===== src/spmc_pkg.sv =====
`default_nettype none
// shared constants for the scanner power and mode controller
package spmc_pkg;
    // ------------------------------------------------------------
    // register map (byte addresses)
    // ------------------------------------------------------------
    localparam logic [11:0] ADDR_CTRL      = 12'h000;
    localparam logic [11:0] ADDR_IDLE_S    = 12'h004;
    localparam logic [11:0] ADDR_OFF_S     = 12'h008;
    localparam logic [11:0] ADDR_STATUS    = 12'h00C;
    localparam logic [11:0] ADDR_STEP_RES  = 12'h010;
    // ctrl fields
    localparam int CTRL_DISINF_EN = 0;
    localparam int CTRL_SERVICE   = 1;
    localparam int CTRL_XFER_DONE = 2;
    localparam int CTRL_WAKE_CMD  = 3;
    // reset values
    localparam logic [15:0] IDLE_S_RST = 16'h012C;
    localparam logic [15:0] OFF_S_RST  = 16'h0E10;
    localparam logic [15:0] UV_S_RST   = 16'h003C;
    // self-test step count and step indices
    localparam int ST_STEPS = 10;
    localparam int ST_HV    = 4;
    localparam int ST_ERASE = 5;
    localparam int ST_DAC   = 6;
    localparam int ST_UV    = 8;
    // timing
    localparam longint CLK_HZ      = 100000000;
    localparam longint KEY_LONG_MS = 1000;
    localparam longint KEY_ABORT_MS = 4000;
    localparam longint KEY_LONG_CYC  = KEY_LONG_MS * CLK_HZ / 1000;
    localparam longint KEY_ABORT_CYC = KEY_ABORT_MS * CLK_HZ / 1000;
    // states
    typedef enum logic [7:0] {
        ST_OFF     = 8'h01,
        ST_TEST    = 8'h02,
        ST_WAITLNK = 8'h04,
        ST_READY   = 8'h08,
        ST_STANDBY = 8'h10,
        ST_UVCYC   = 8'h20,
        ST_ERROR   = 8'h40,
        ST_FAIL    = 8'h80
    } spmc_state_t;
endpackage : spmc_pkg
`default_nettype wire


===== src/spmc_top.sv =====
// Behaviour
// - standby after configurable idle seconds
// - proximity or start key wakes standby
// - short power press in ready beeps
// - ready powers off after one-second hold
// - any power press in standby powers off
// - auto off after standby shutdown interval
// - uv cycle before hold-off in ready or auto off in standby, show remaining
// - power held 4 s aborts uv, off
// - start held 4 s aborts uv, resume
// - lost link with image: indicate, carrier in
// - pending image blocks off, beeps on press; code still powers off from the uv cycle
// - self-test steps run in fixed order
// - hv test and dac need safety closed
// - safety open after erase test: halt error
// - safety closed after erase lamp continues
// - failure shows error, else ready after link
// - laser and uv blocked with cover off
// - hv lamp follows hv supply
// - red lamp while logic in reset
// - three link-speed lamps from phy
// - service mode ignores local keys, and proximity in standby
// - uv lamp fit by loop, current readback
// - service command in standby only wakes
//
// Added by the designer: register access over APB and the address map.
`timescale 1ns/10ps
`default_nettype none
module spmc_top #(
    parameter longint KEY_LONG_CYC  = spmc_pkg::KEY_LONG_CYC,
    parameter longint KEY_ABORT_CYC = spmc_pkg::KEY_ABORT_CYC,
    parameter longint SEC_CYC       = spmc_pkg::CLK_HZ
) (
    // clock and reset
    input  wire logic        clk,
    input  wire logic        srst,

    // apb slave
    input  wire logic        psel,
    input  wire logic        penable,
    input  wire logic        pwrite,
    input  wire logic [11:0] paddr,
    input  wire logic [31:0] pwdata,
    output logic             pready,
    output logic [31:0]      prdata,
    output logic             pslverr,

    // keys, sensors, host
    input  wire logic        power_key,
    input  wire logic        start_key,
    input  wire logic        proximity,
    input  wire logic        safety_closed,
    input  wire logic        host_link_up,
    input  wire logic        image_pending,

    // self-test handshake: step request, done and pass
    output logic [3:0]       test_step,
    output logic             test_req,
    input  wire logic        test_done,
    input  wire logic        test_pass,

    // actuators and display
    output logic             unit_power_on,
    output logic             beep,
    output logic             carrier_in,
    output logic             pending_indication,
    output logic             error_display,
    output logic [15:0]      uv_remaining_s,
    input  wire logic        laser_req,
    input  wire logic        uv_req,
    output logic             laser_enable,
    output logic             disinfection_lamp,
    input  wire logic        uv_loop_closed,
    input  wire logic        uv_current_ok,
    output logic             uv_fault,

    // lamps
    input  wire logic        hv_supply_on,
    input  wire logic        fpga_in_reset,
    input  wire logic        phy_link,
    input  wire logic [1:0]  phy_speed,
    output logic             high_voltage_lamp,
    output logic             logic_reset_lamp,
    output logic             link_slow_lamp,
    output logic             link_fast_lamp,
    output logic             link_gigabit_lamp
);
    spmc_pkg::spmc_state_t state_q;
    logic [15:0] idle_s_q, off_s_q, uv_s_q, sec_cnt_q, timer_s_q;
    logic [31:0] tick_q;
    logic [31:0] pkey_cnt_q, skey_cnt_q;
    logic        pkey_q, skey_q, disinf_en_q, service_q, scanned_q, wake_cmd_q;
    logic [spmc_pkg::ST_STEPS-1:0] step_res_q;
    logic        sec_tick, wr, rd, local_ok, pkey_fall, pkey_long, pkey_abort, skey_abort;
    logic        safe_cover, hold_image;

    // ------------------------------------------------------------
    // apb slave: zero wait, unmapped reads zero and flag error
    // ------------------------------------------------------------
    function automatic logic mapped(input logic [11:0] a);
        mapped = (a == spmc_pkg::ADDR_CTRL) || (a == spmc_pkg::ADDR_IDLE_S) ||
                 (a == spmc_pkg::ADDR_OFF_S) || (a == spmc_pkg::ADDR_STATUS) ||
                 (a == spmc_pkg::ADDR_STEP_RES);
    endfunction : mapped

    assign pready  = 1'b1;
    assign pslverr = psel && penable && !mapped(paddr);
    assign wr = psel && penable && pwrite;
    assign rd = psel && !penable && !pwrite;

    // read data registered in setup so it is valid in the access phase
    always_ff @(posedge clk)
    begin
        if (srst)
            prdata <= 32'h0000_0000;
        else if (rd)
            unique case (paddr)
                spmc_pkg::ADDR_CTRL:     prdata <= {28'h0, wake_cmd_q, 1'b0, service_q, disinf_en_q};
                spmc_pkg::ADDR_IDLE_S:   prdata <= {16'h0, idle_s_q};
                spmc_pkg::ADDR_OFF_S:    prdata <= {16'h0, off_s_q};
                spmc_pkg::ADDR_STATUS:   prdata <= {8'h0, uv_remaining_s, state_q};
                spmc_pkg::ADDR_STEP_RES: prdata <= {22'h0, step_res_q};
                default:                 prdata <= 32'h0000_0000;
            endcase
    end

    // configuration registers
    always_ff @(posedge clk)
    begin
        if (srst)
        begin
            idle_s_q    <= spmc_pkg::IDLE_S_RST;
            off_s_q     <= spmc_pkg::OFF_S_RST;
            disinf_en_q <= 1'b1;
            service_q   <= 1'b0;
        end
        else if (wr && state_q != spmc_pkg::ST_STANDBY) // a write in standby only wakes
        begin
            if (paddr == spmc_pkg::ADDR_IDLE_S)
                idle_s_q <= pwdata[15:0];               // host sets idle seconds
            if (paddr == spmc_pkg::ADDR_OFF_S)
                off_s_q <= pwdata[15:0];
            if (paddr == spmc_pkg::ADDR_CTRL)
            begin
                disinf_en_q <= pwdata[spmc_pkg::CTRL_DISINF_EN];
                service_q   <= pwdata[spmc_pkg::CTRL_SERVICE]; // only the terminal enters service
            end
        end
    end

    // wake request from a bus write during standby, consumed by the fsm
    always_ff @(posedge clk)
    begin
        if (srst)
            wake_cmd_q <= 1'b0;
        else
            wake_cmd_q <= wr && state_q == spmc_pkg::ST_STANDBY;
    end
    // uv cycle length is fixed
    assign uv_s_q = spmc_pkg::UV_S_RST;

    // ------------------------------------------------------------
    // key hold timers and one-second tick
    // ------------------------------------------------------------
    assign local_ok = !service_q; // local keys ignored in service; proximity gated in standby only
    always_ff @(posedge clk)
    begin
        if (srst)
        begin
            pkey_q     <= 1'b0;
            skey_q     <= 1'b0;
            pkey_cnt_q <= 32'h0;
            skey_cnt_q <= 32'h0;
        end
        else
        begin
            pkey_q <= power_key && local_ok;
            skey_q <= start_key && local_ok;
            // counter restarts on every new press
            pkey_cnt_q <= (power_key && local_ok && pkey_q) ? pkey_cnt_q + 32'h1 : 32'h0;
            skey_cnt_q <= (start_key && local_ok && skey_q) ? skey_cnt_q + 32'h1 : 32'h0;
        end
    end

    assign pkey_fall  = pkey_q && !(power_key && local_ok);
    assign pkey_long  = pkey_cnt_q >= KEY_LONG_CYC[31:0];
    assign pkey_abort = pkey_cnt_q >= KEY_ABORT_CYC[31:0];
    assign skey_abort = skey_cnt_q >= KEY_ABORT_CYC[31:0];

    always_ff @(posedge clk)
    begin
        if (srst)
            tick_q <= 32'h0;
        else
            tick_q <= (tick_q >= SEC_CYC[31:0] - 32'h1) ? 32'h0 : tick_q + 32'h1;
    end
    assign sec_tick = tick_q == SEC_CYC[31:0] - 32'h1;

    // ------------------------------------------------------------
    // power and mode state machine
    // ------------------------------------------------------------
    assign hold_image = image_pending; // untransferred image blocks power-off from ready and standby
    always_ff @(posedge clk)
    begin
        if (srst)
        begin
            state_q    <= spmc_pkg::ST_OFF;
            test_step  <= 4'h0;
            step_res_q <= '0;
            timer_s_q  <= 16'h0;
            scanned_q  <= 1'b0;
        end
        else
        begin
            if (image_pending)
                scanned_q <= 1'b1;
            if (sec_tick)
                timer_s_q <= timer_s_q + 16'h1;
            unique case (state_q)
                spmc_pkg::ST_OFF:
                    // a key still held from power-off must not restart
                    if (pkey_q && pkey_cnt_q == 32'h0)
                    begin
                        state_q   <= spmc_pkg::ST_TEST;
                        test_step <= 4'h0;
                    end

                spmc_pkg::ST_TEST:
                    if (test_step == 4'(spmc_pkg::ST_ERASE + 1) && !safety_closed)
                        state_q <= spmc_pkg::ST_ERROR;      // halt, restart only
                    else if (test_done || ((test_step == 4'(spmc_pkg::ST_HV) ||
                             test_step == 4'(spmc_pkg::ST_DAC)) && !safety_closed))
                    begin
                        // step skipped when safety open counts as pass; late close still passes
                        step_res_q[test_step] <= test_done ? test_pass : 1'b1;
                        if (test_step == 4'(spmc_pkg::ST_STEPS - 1))
                            state_q <= spmc_pkg::ST_WAITLNK;
                        else
                            test_step <= test_step + 4'h1; // fixed order
                    end

                spmc_pkg::ST_WAITLNK:
                    if (!(&step_res_q))
                        state_q <= spmc_pkg::ST_FAIL;
                    else if (host_link_up)
                    begin
                        state_q   <= spmc_pkg::ST_READY;
                        timer_s_q <= 16'h0;
                    end

                spmc_pkg::ST_READY:
                begin
                    if (pkey_q || skey_q || proximity || wr)
                        timer_s_q <= 16'h0;
                    if (pkey_long && !hold_image)
                    begin
                        // scanned plates get the uv cycle first
                        state_q   <= (disinf_en_q && scanned_q) ? spmc_pkg::ST_UVCYC : spmc_pkg::ST_OFF;
                        timer_s_q <= 16'h0;
                    end
                    else if (timer_s_q >= idle_s_q && !(pkey_q || skey_q))
                    begin
                        state_q   <= spmc_pkg::ST_STANDBY;
                        timer_s_q <= 16'h0;
                    end
                end

                spmc_pkg::ST_STANDBY:
                    if (pkey_q && !hold_image)
                        state_q <= spmc_pkg::ST_OFF;
                    else if (skey_q || (proximity && local_ok) || wake_cmd_q)
                    begin
                        state_q   <= spmc_pkg::ST_READY;
                        timer_s_q <= 16'h0;
                    end
                    else if (timer_s_q >= off_s_q && !hold_image)
                    begin
                        timer_s_q <= 16'h0;
                        state_q   <= (disinf_en_q && scanned_q) ? spmc_pkg::ST_UVCYC : spmc_pkg::ST_OFF;
                    end

                spmc_pkg::ST_UVCYC:
                    if (pkey_abort || timer_s_q >= uv_s_q)
                        state_q <= spmc_pkg::ST_OFF;
                    else if (skey_abort)
                    begin
                        state_q   <= spmc_pkg::ST_READY;
                        timer_s_q <= 16'h0;
                        scanned_q <= 1'b0;
                    end

                spmc_pkg::ST_ERROR: ;
                spmc_pkg::ST_FAIL: ;
                default: state_q <= spmc_pkg::ST_ERROR;
            endcase
        end
    end

    // ------------------------------------------------------------
    // outputs
    // ------------------------------------------------------------
    assign safe_cover = safety_closed;
    always_ff @(posedge clk)
    begin
        if (srst)
        begin
            beep               <= 1'b0;
            unit_power_on      <= 1'b0;
            carrier_in         <= 1'b0;
            pending_indication <= 1'b0;
            error_display      <= 1'b0;
            uv_remaining_s     <= 16'h0;
            laser_enable       <= 1'b0;
            disinfection_lamp  <= 1'b0;
            uv_fault           <= 1'b0;
            test_req           <= 1'b0;
        end
        else
        begin
            // short press in ready beeps; pending image beeps while held
            beep <= (state_q == spmc_pkg::ST_READY && pkey_fall && !pkey_long) ||
                    (hold_image && pkey_q);
            unit_power_on <= state_q != spmc_pkg::ST_OFF;
            pending_indication <= image_pending && !host_link_up;
            carrier_in         <= image_pending && !host_link_up;
            error_display <= state_q == spmc_pkg::ST_ERROR || state_q == spmc_pkg::ST_FAIL;
            uv_remaining_s <= (state_q == spmc_pkg::ST_UVCYC) ? uv_s_q - timer_s_q : 16'h0;
            laser_enable <= laser_req && safe_cover;
            disinfection_lamp <= safe_cover && uv_loop_closed &&
                                 (state_q == spmc_pkg::ST_UVCYC || uv_req ||
                                  (state_q == spmc_pkg::ST_TEST && test_step == 4'(spmc_pkg::ST_UV)));
            uv_fault <= !uv_loop_closed || (disinfection_lamp && !uv_current_ok);
            test_req <= state_q == spmc_pkg::ST_TEST;
        end
    end

    // lamps follow their sources directly
    assign high_voltage_lamp = hv_supply_on;
    assign logic_reset_lamp  = fpga_in_reset || srst;
    assign link_slow_lamp    = phy_link && phy_speed == 2'h0;
    assign link_fast_lamp    = phy_link && phy_speed == 2'h1;
    assign link_gigabit_lamp = phy_link && phy_speed == 2'h2;
endmodule : spmc_top
`default_nettype wire


===== config.mk =====
export PLATFORM = sky130hd
export DESIGN_NAME = spmc_top
export DESIGN_NICKNAME = d
export VERILOG_FILES = /design/src/spmc_pkg.sv /design/src/spmc_top.sv
export SDC_FILE = /design/constraint.sdc
export NUM_CORES = 1
export LEC_CHECK = 0
export ABC_AREA = 1
export BUFFER_PORTS_ARGS = -buffer_cell sky130_fd_sc_hd__buf_2
export CAP_MARGIN = 40
export CORE_MARGIN = 1.5
export CORE_UTILIZATION = 30
export CTS_CLUSTER_DIAMETER = 50
export DETAILED_ROUTE_END_ITERATION = 10
export PLACE_DENSITY = 0.54
export SYNTH_ARGS = -nofsm -noshare
export SYNTH_HDL_FRONTEND = slang
export SYNTH_SLANG_ARGS = --single-unit

===== constraint.sdc =====
create_clock -name clk -period 2 [get_ports clk]
set_input_delay 0.4 -clock clk [delete_from_list [all_inputs] [get_ports clk]]
set_output_delay 0.4 -clock clk [all_outputs]
set_load 0.02 [all_outputs]

## Word-level counts from Yosys, hierarchy flattened

Cells that the tools add are included.

| operators by class | value |
|---|---|
| mux-type cells | 41 |
| reductions and logical operators | 80 |
| bitwise logic cells | 5 |
| $lt $le $gt $ge | 9 |
| add/subtract/negate cells | 6 |
| eq/ne operators | 31 |

Operators by type and width:

| operator | count |
|---|---|
| $mux 16 | 11 |
| $pmux 24 s5 | 1 |
| $mux 8 | 13 |
| $add 32x1->32 const B | 3 |
| $ge 32x27->1 const B | 2 |
| $ge 32x29->1 const B | 2 |
| $pmux 16 s4 | 1 |
| $pmux 8 s7 | 1 |
| $logic_and 1x1->1 | 34 |
| $eq 32x27->1 const B | 1 |
| $ge 16x16->1 | 2 |
| $logic_not 32->1 | 1 |
| $eq 12x4->1 const B | 2 |
| $logic_or 1x1->1 | 18 |
| $add 16x1->16 const B | 1 |
| $ge 16x6->1 const B | 1 |
| $mux 4 | 4 |
| $sub 6x16->16 const A | 1 |
| $ne 3x3->1 const B | 5 |
| $eq 12x3->1 const B | 1 |
| $eq 12x5->1 const B | 1 |
| $logic_not 1->1 | 12 |
| $logic_not 12->1 | 1 |
| $bwmux 10 | 1 |
| other kinds (32) | 52 |

| word-level totals | value |
|---|---|
| output and inout port bits | 68 |
| word-level logic and storage cells | 197 |
| bits of input ports | 66 |
| register bits after elaboration | 228 |

## Depth between registers and ports, before layout

| depth | value |
|---|---|
| depth after elaboration | 7 |
| depth in mapped cells | 19 |
| gate-level depth less buffers | 19 |

## Worst setup path before layout

OpenSTA, ideal clock, no wires.

| path | value |
|---|---|
| path kind | input to output |
| start | input paddr[11] |
| end | output pslverr |
| path buffers | 1 |
| data arrival time | 2.011 ns |
| slack | -0.411 ns |
| required time | 1.600 ns |
| cell stages on the path | 7 |
| cells stage by stage | nor2_1 nand2_1 clkinv_1 nand4_1 clkbuf_1 nand4_1 nor4_1 |

| between the ends | value |
|---|---|
| word-level cells in the longest chain between the ends | 7 |
| elaborated cells on any way between the ends | 11 |
| classes of those cells | eq/ne: 4; reduce/logical: 7 |

Ends and longest elaborated chain:

| element | RTL line | RTL |
|---|---|---|
| start: declaration | spmc_top.sv:42 | `input wire logic [11:0] paddr,` |
| $eq 12x3->1 or $logic_not 12->1 (tied branches) | spmc_top.sv:101 | `mapped = (a == spmc_pkg::ADDR_CTRL) \|\| (a == spmc_pkg::ADDR_IDLE_S) \|\|` |
| $logic_or 1x1->1 (2 in series) | spmc_top.sv:101 |  |
| $logic_or 1x1->1 | spmc_top.sv:102 | `(a == spmc_pkg::ADDR_OFF_S) \|\| (a == spmc_pkg::ADDR_STATUS) \|\|` |
| $logic_or 1x1->1 * | spmc_top.sv:102 |  |
| $logic_not 1->1 * | spmc_top.sv:107 | `assign pslverr = psel && penable && !mapped(paddr);` |
| $logic_and 1x1->1 * | spmc_top.sv:107 |  |
| end: declaration | spmc_top.sv:46 | `output logic pslverr,` |

Every way passes the cells marked *; elsewhere a longest branch is shown, timed or not.

## Worst setup path after layout

| path | value |
|---|---|
| start | register off_s_q[5] |
| end | register timer_s_q[0] |

| between the ends | value |
|---|---|
| word-level cells in the longest chain between the ends | 6 |

Ends and longest elaborated chain:

| element | RTL line | RTL |
|---|---|---|
| start: declaration | spmc_top.sv:89 | `logic [15:0] idle_s_q, off_s_q, uv_s_q, sec_cnt_q, timer_s_q;` |
| start signal: assignment | spmc_top.sv:133 | `off_s_q <= spmc_pkg::OFF_S_RST;` |
| start signal: assignment | spmc_top.sv:142 | `off_s_q <= pwdata[15:0];` |
| $ge 16x16->1 | spmc_top.sv:276 | `else if (timer_s_q >= off_s_q && !hold_image)` |
| $logic_and 1x1->1 | spmc_top.sv:276 |  |
| $mux 16 | spmc_top.sv:276 |  |
| $mux 16 | spmc_top.sv:271 | `else if (skey_q \|\| (proximity && local_ok) \|\| wake_cmd_q)` |
| $mux 16 | spmc_top.sv:269 | `if (pkey_q && !hold_image)` |
| $pmux 16 s4 | spmc_top.sv:219 | `unique case (state_q)` |
| end signal: assignment | spmc_top.sv:218 | `timer_s_q <= timer_s_q + 16'h1;` |
| end: declaration | spmc_top.sv:89 |  |

No other way between the ends.
A chain may end at the register's enable or synchronous reset.

==> metrics.yaml <==
outcome:
  status: "finished, violations left"
  violations: "negative setup slack"
job:
  max_cap_viol_count: 0
yosys:
  yosys.cell_types.count: 55
  synth_cells: 1688
  ys.flop_type: "dfxtp_1"
  ys_seq_area_frac: 0.378
  synth-edff-count: 0
  synth_seq_cells: 220
  avgSynthCellArea_um2: 6.90
  yosysWarnings: 0
  netlist_area_mm2: 0.0116
  async_flop_share: 0
placed_design:
  hpwlAfterDp_um: 24800
  io_buffer_count: 106
  gp_congestion: 0.887
timing:
  rsz0062_at_grt: "true"
  setup_viol: 1
  period_minus_slack_ns: 2.00
  slew_headroom: 0.553
  maxSlewViolCount: 0
  setup_slack_ns: -0.00469
  clock.fmax_mhz: 499
  whs_ns: 0.0369
  fin_crit_sh: 1.00
  hold_viol_final: 0
  worstMarginPinSlew_ns: 0.670
  finClkSkew_ns: 0.0166
min_path:
  hold_path_class: "in -> reg"
grt:
  grt_usage: 0.161
  overflow: 0
  grt_pass1_wl_um: 52600
  antenna_found_initial: 1
  grt_pass1_vias: 10800
  grt_max_degree: 68
route:
  post-route-drc-count: 0
  wl_per_cell_um: 13.2
  drt_iter0_markers: 468
  drt_pass1_iterations: 5
  postRouteWirelength_um: 33100
  ant_nets: 0
  avgViaCountPerCell: 4.67
  vias: 11700
power_and_ir_drop:
  powerDensity_mw_per_mm2: 702
  power.leakage_nw: 6.71
  max-vdd-ir-drop_mv: 0.654
  power_w: 0.0113
finish:
  final_nets: 2080
  drive_above_1_share: 0.305
  area_delta_synth_final_pct: 38.0
  fin_util: 0.424
clock_network:
  cts_made_buffers: 31
  h-tree-depth: 1
  clk_latency_ns: 0.56
  clockRootBuffer: "clkbuf_16"
  path_clk_slew_ns: 0.06
  cts_tree: "yes"
  cts_sinks: 220
  clockBufferDepth: 3
  ctsHoldBuffers: 0
floorplan:
  die_height_um: 200
  start_util: 0.307
  ios: 134
  rows: 71
  core_area_mm2: 0.0379
  die-area_mm2: 0.0400
  die_w_um: 200
setup_path:
  path_max_fanout: 8
  worstSetupEndpointType: "flip-flop"
  arrival_ns: 2.46
  cp_data_required_time_ns: 2.46
  start_kind: "flip-flop"
  crit_type: "reg -> reg"
[repair_timing]
| item | 4_1_cts | 5_1_grt |
|---|---|---|
| endpoints found under the setup margin | 27 | 78 |
| gates resized for setup | 21 | 254 |
| setup buffers | 1 | 20 |
| pin swaps | 5 | 80 |
| gates cloned | 0 | 1 |
[layout by cell type, fill, tap and decap left out, types with 14 or more instances in the layout]
master	count
nand4_1	29
dfxtp_2	32
dfxtp_1	184
a211oi_1	19
clkbuf_16	32
a21oi_1	105
buf_4	169
nand2_2	40
conb_1	14
nor2_2	46
inv_2	30
nor2_1	194
ha_4	22
nor2_4	23
nand3_1	76
xor2_1	25
nor3_1	68
o21ai_0	62
inv_1	226
nand2_1	270
ha_1	18
buf_2	104
[cells by family after synthesis]
| logic type | Yosys count | synth area share |
|---|---|---|
| compound gates | 251 | 0.124 |
| xor+xnor | 35 | 0.0263 |
| fa+ha+maj | 43 | 0.0462 |
| simple gates | 833 | 0.322 |
| flops | 220 | 0.378 |
| other cells | 2 | 0.000645 |
| buf+inv | 304 | 0.103 |
[synth_stat cells, drive strengths merged, types with 4 or more instances]
cell type,number,area share
and3,5,0.0028
dfxtp,220,0.38
buf,20,0.011
xnor2,10,0.0075
o21ai,73,0.031
nor3,84,0.038
nand3,92,0.043
o21a,6,0.0039
xor2,25,0.019
nor4,16,0.010
nand2,318,0.10
nand4,31,0.018
o221ai,6,0.0045
ha,43,0.046
clkbuf,25,0.0081
a21oi,110,0.048
a32o,4,0.0034
nor2,263,0.092
a211oi,19,0.012
or2,6,0.0032
nor3b,13,0.0084
inv,258,0.083
a31oi,8,0.0043
o22ai,12,0.0064
[final cells by class]
class / count / area [um2]
fillers: 3864 / 21900
multi-input cells: 1176 / 6990
flip-flops and latches: 220 / 4460
well taps: 511 / 639
clock buffers: 40 / 870
repair buffers: 283 / 1960
clock inverters: 15 / 166
diodes: 1 / 2.50
inverters: 259 / 978
[layer usage]
| layer | routed length (um) | track usage | vias up |
|---|---|---|---|
| met1 | 15000 | 0.203 | 5382 |
| met3 | 1290 | 0.0228 | 48 |
| met4 | 720 | 0.0479 | 0 |
| met2 | 16000 | 0.283 | 201 |
| li1 | - | - | 6069 |
| met5 | 0 | 0 | - |
[where the power goes]
group | leakage, nW | total (W) | internal (W) | switching, W
clock | 0.494 | 0.00545 | 0.00334 | 0.00212
combinational | 4.43 | 0.00131 | 0.000492 | 0.000822
sequential | 1.79 | 0.00451 | 0.00446 | 0.0000515
[metrics by stage]
step / setup slack (ns) / TNS [ns] / cells / area, um2
2_1_floorplan: 0.0242 / 0 / 1700 / 11700
3_3_place_gp: -0.111 / -0.616 / 2428 / 13900
3_5_place_dp: -0.116 / -1.55 / 2428 / 13900
4_1_cts: -0.00250 / -0.00250 / 2484 / 15000
5_1_grt: -0.0968 / -1.41 / 2504 / 16100
6_report: -0.00469 / -0.00469 / 2505 / 16100
[worst max-delay path, cell delays in order, from the launching register on]
cell,delay (ns)
dfxtp_2,0.33
inv_2,0.05
ha_4,0.27
nand2_2,0.05
nor2_2,0.12
and2_4,0.16
nor2_4,0.03
nand2_2,0.06
nand2_2,0.06
nand2_4,0.09
nand2_2,0.05
nand2_1,0.06
nand2_1,0.07
nand2_2,0.09
nand3_4,0.10
clkbuf_16,0.20
nand3_1,0.07
inv_1,0.04
[flip-flops by register name, summed over array words and instances (netlist names), 4 cells and up]
register        flops
timer_s_q          16
pkey_cnt_q         32
prdata             24
idle_s_q           16
off_s_q            16
step_res_q         10
uv_remaining_s     16
skey_cnt_q         32
state_q             8
test_step           4
tick_q             32
[worst paths after layout]
kind | depth (start not counted) | from | slack [ns] | to
worst min register to register | 1 | skey_cnt_q[0] | 0.45 | skey_cnt_q[0]
worst max register to register | 17 | off_s_q[5] | -0.005 | timer_s_q[0]
worst max-delay path | 17 | off_s_q[5] | -0.005 | timer_s_q[0]
worst min-delay path | 2 | uv_loop_closed | 0.04 | uv_fault
No activity file was read; power rests on OpenSTA's default activity.
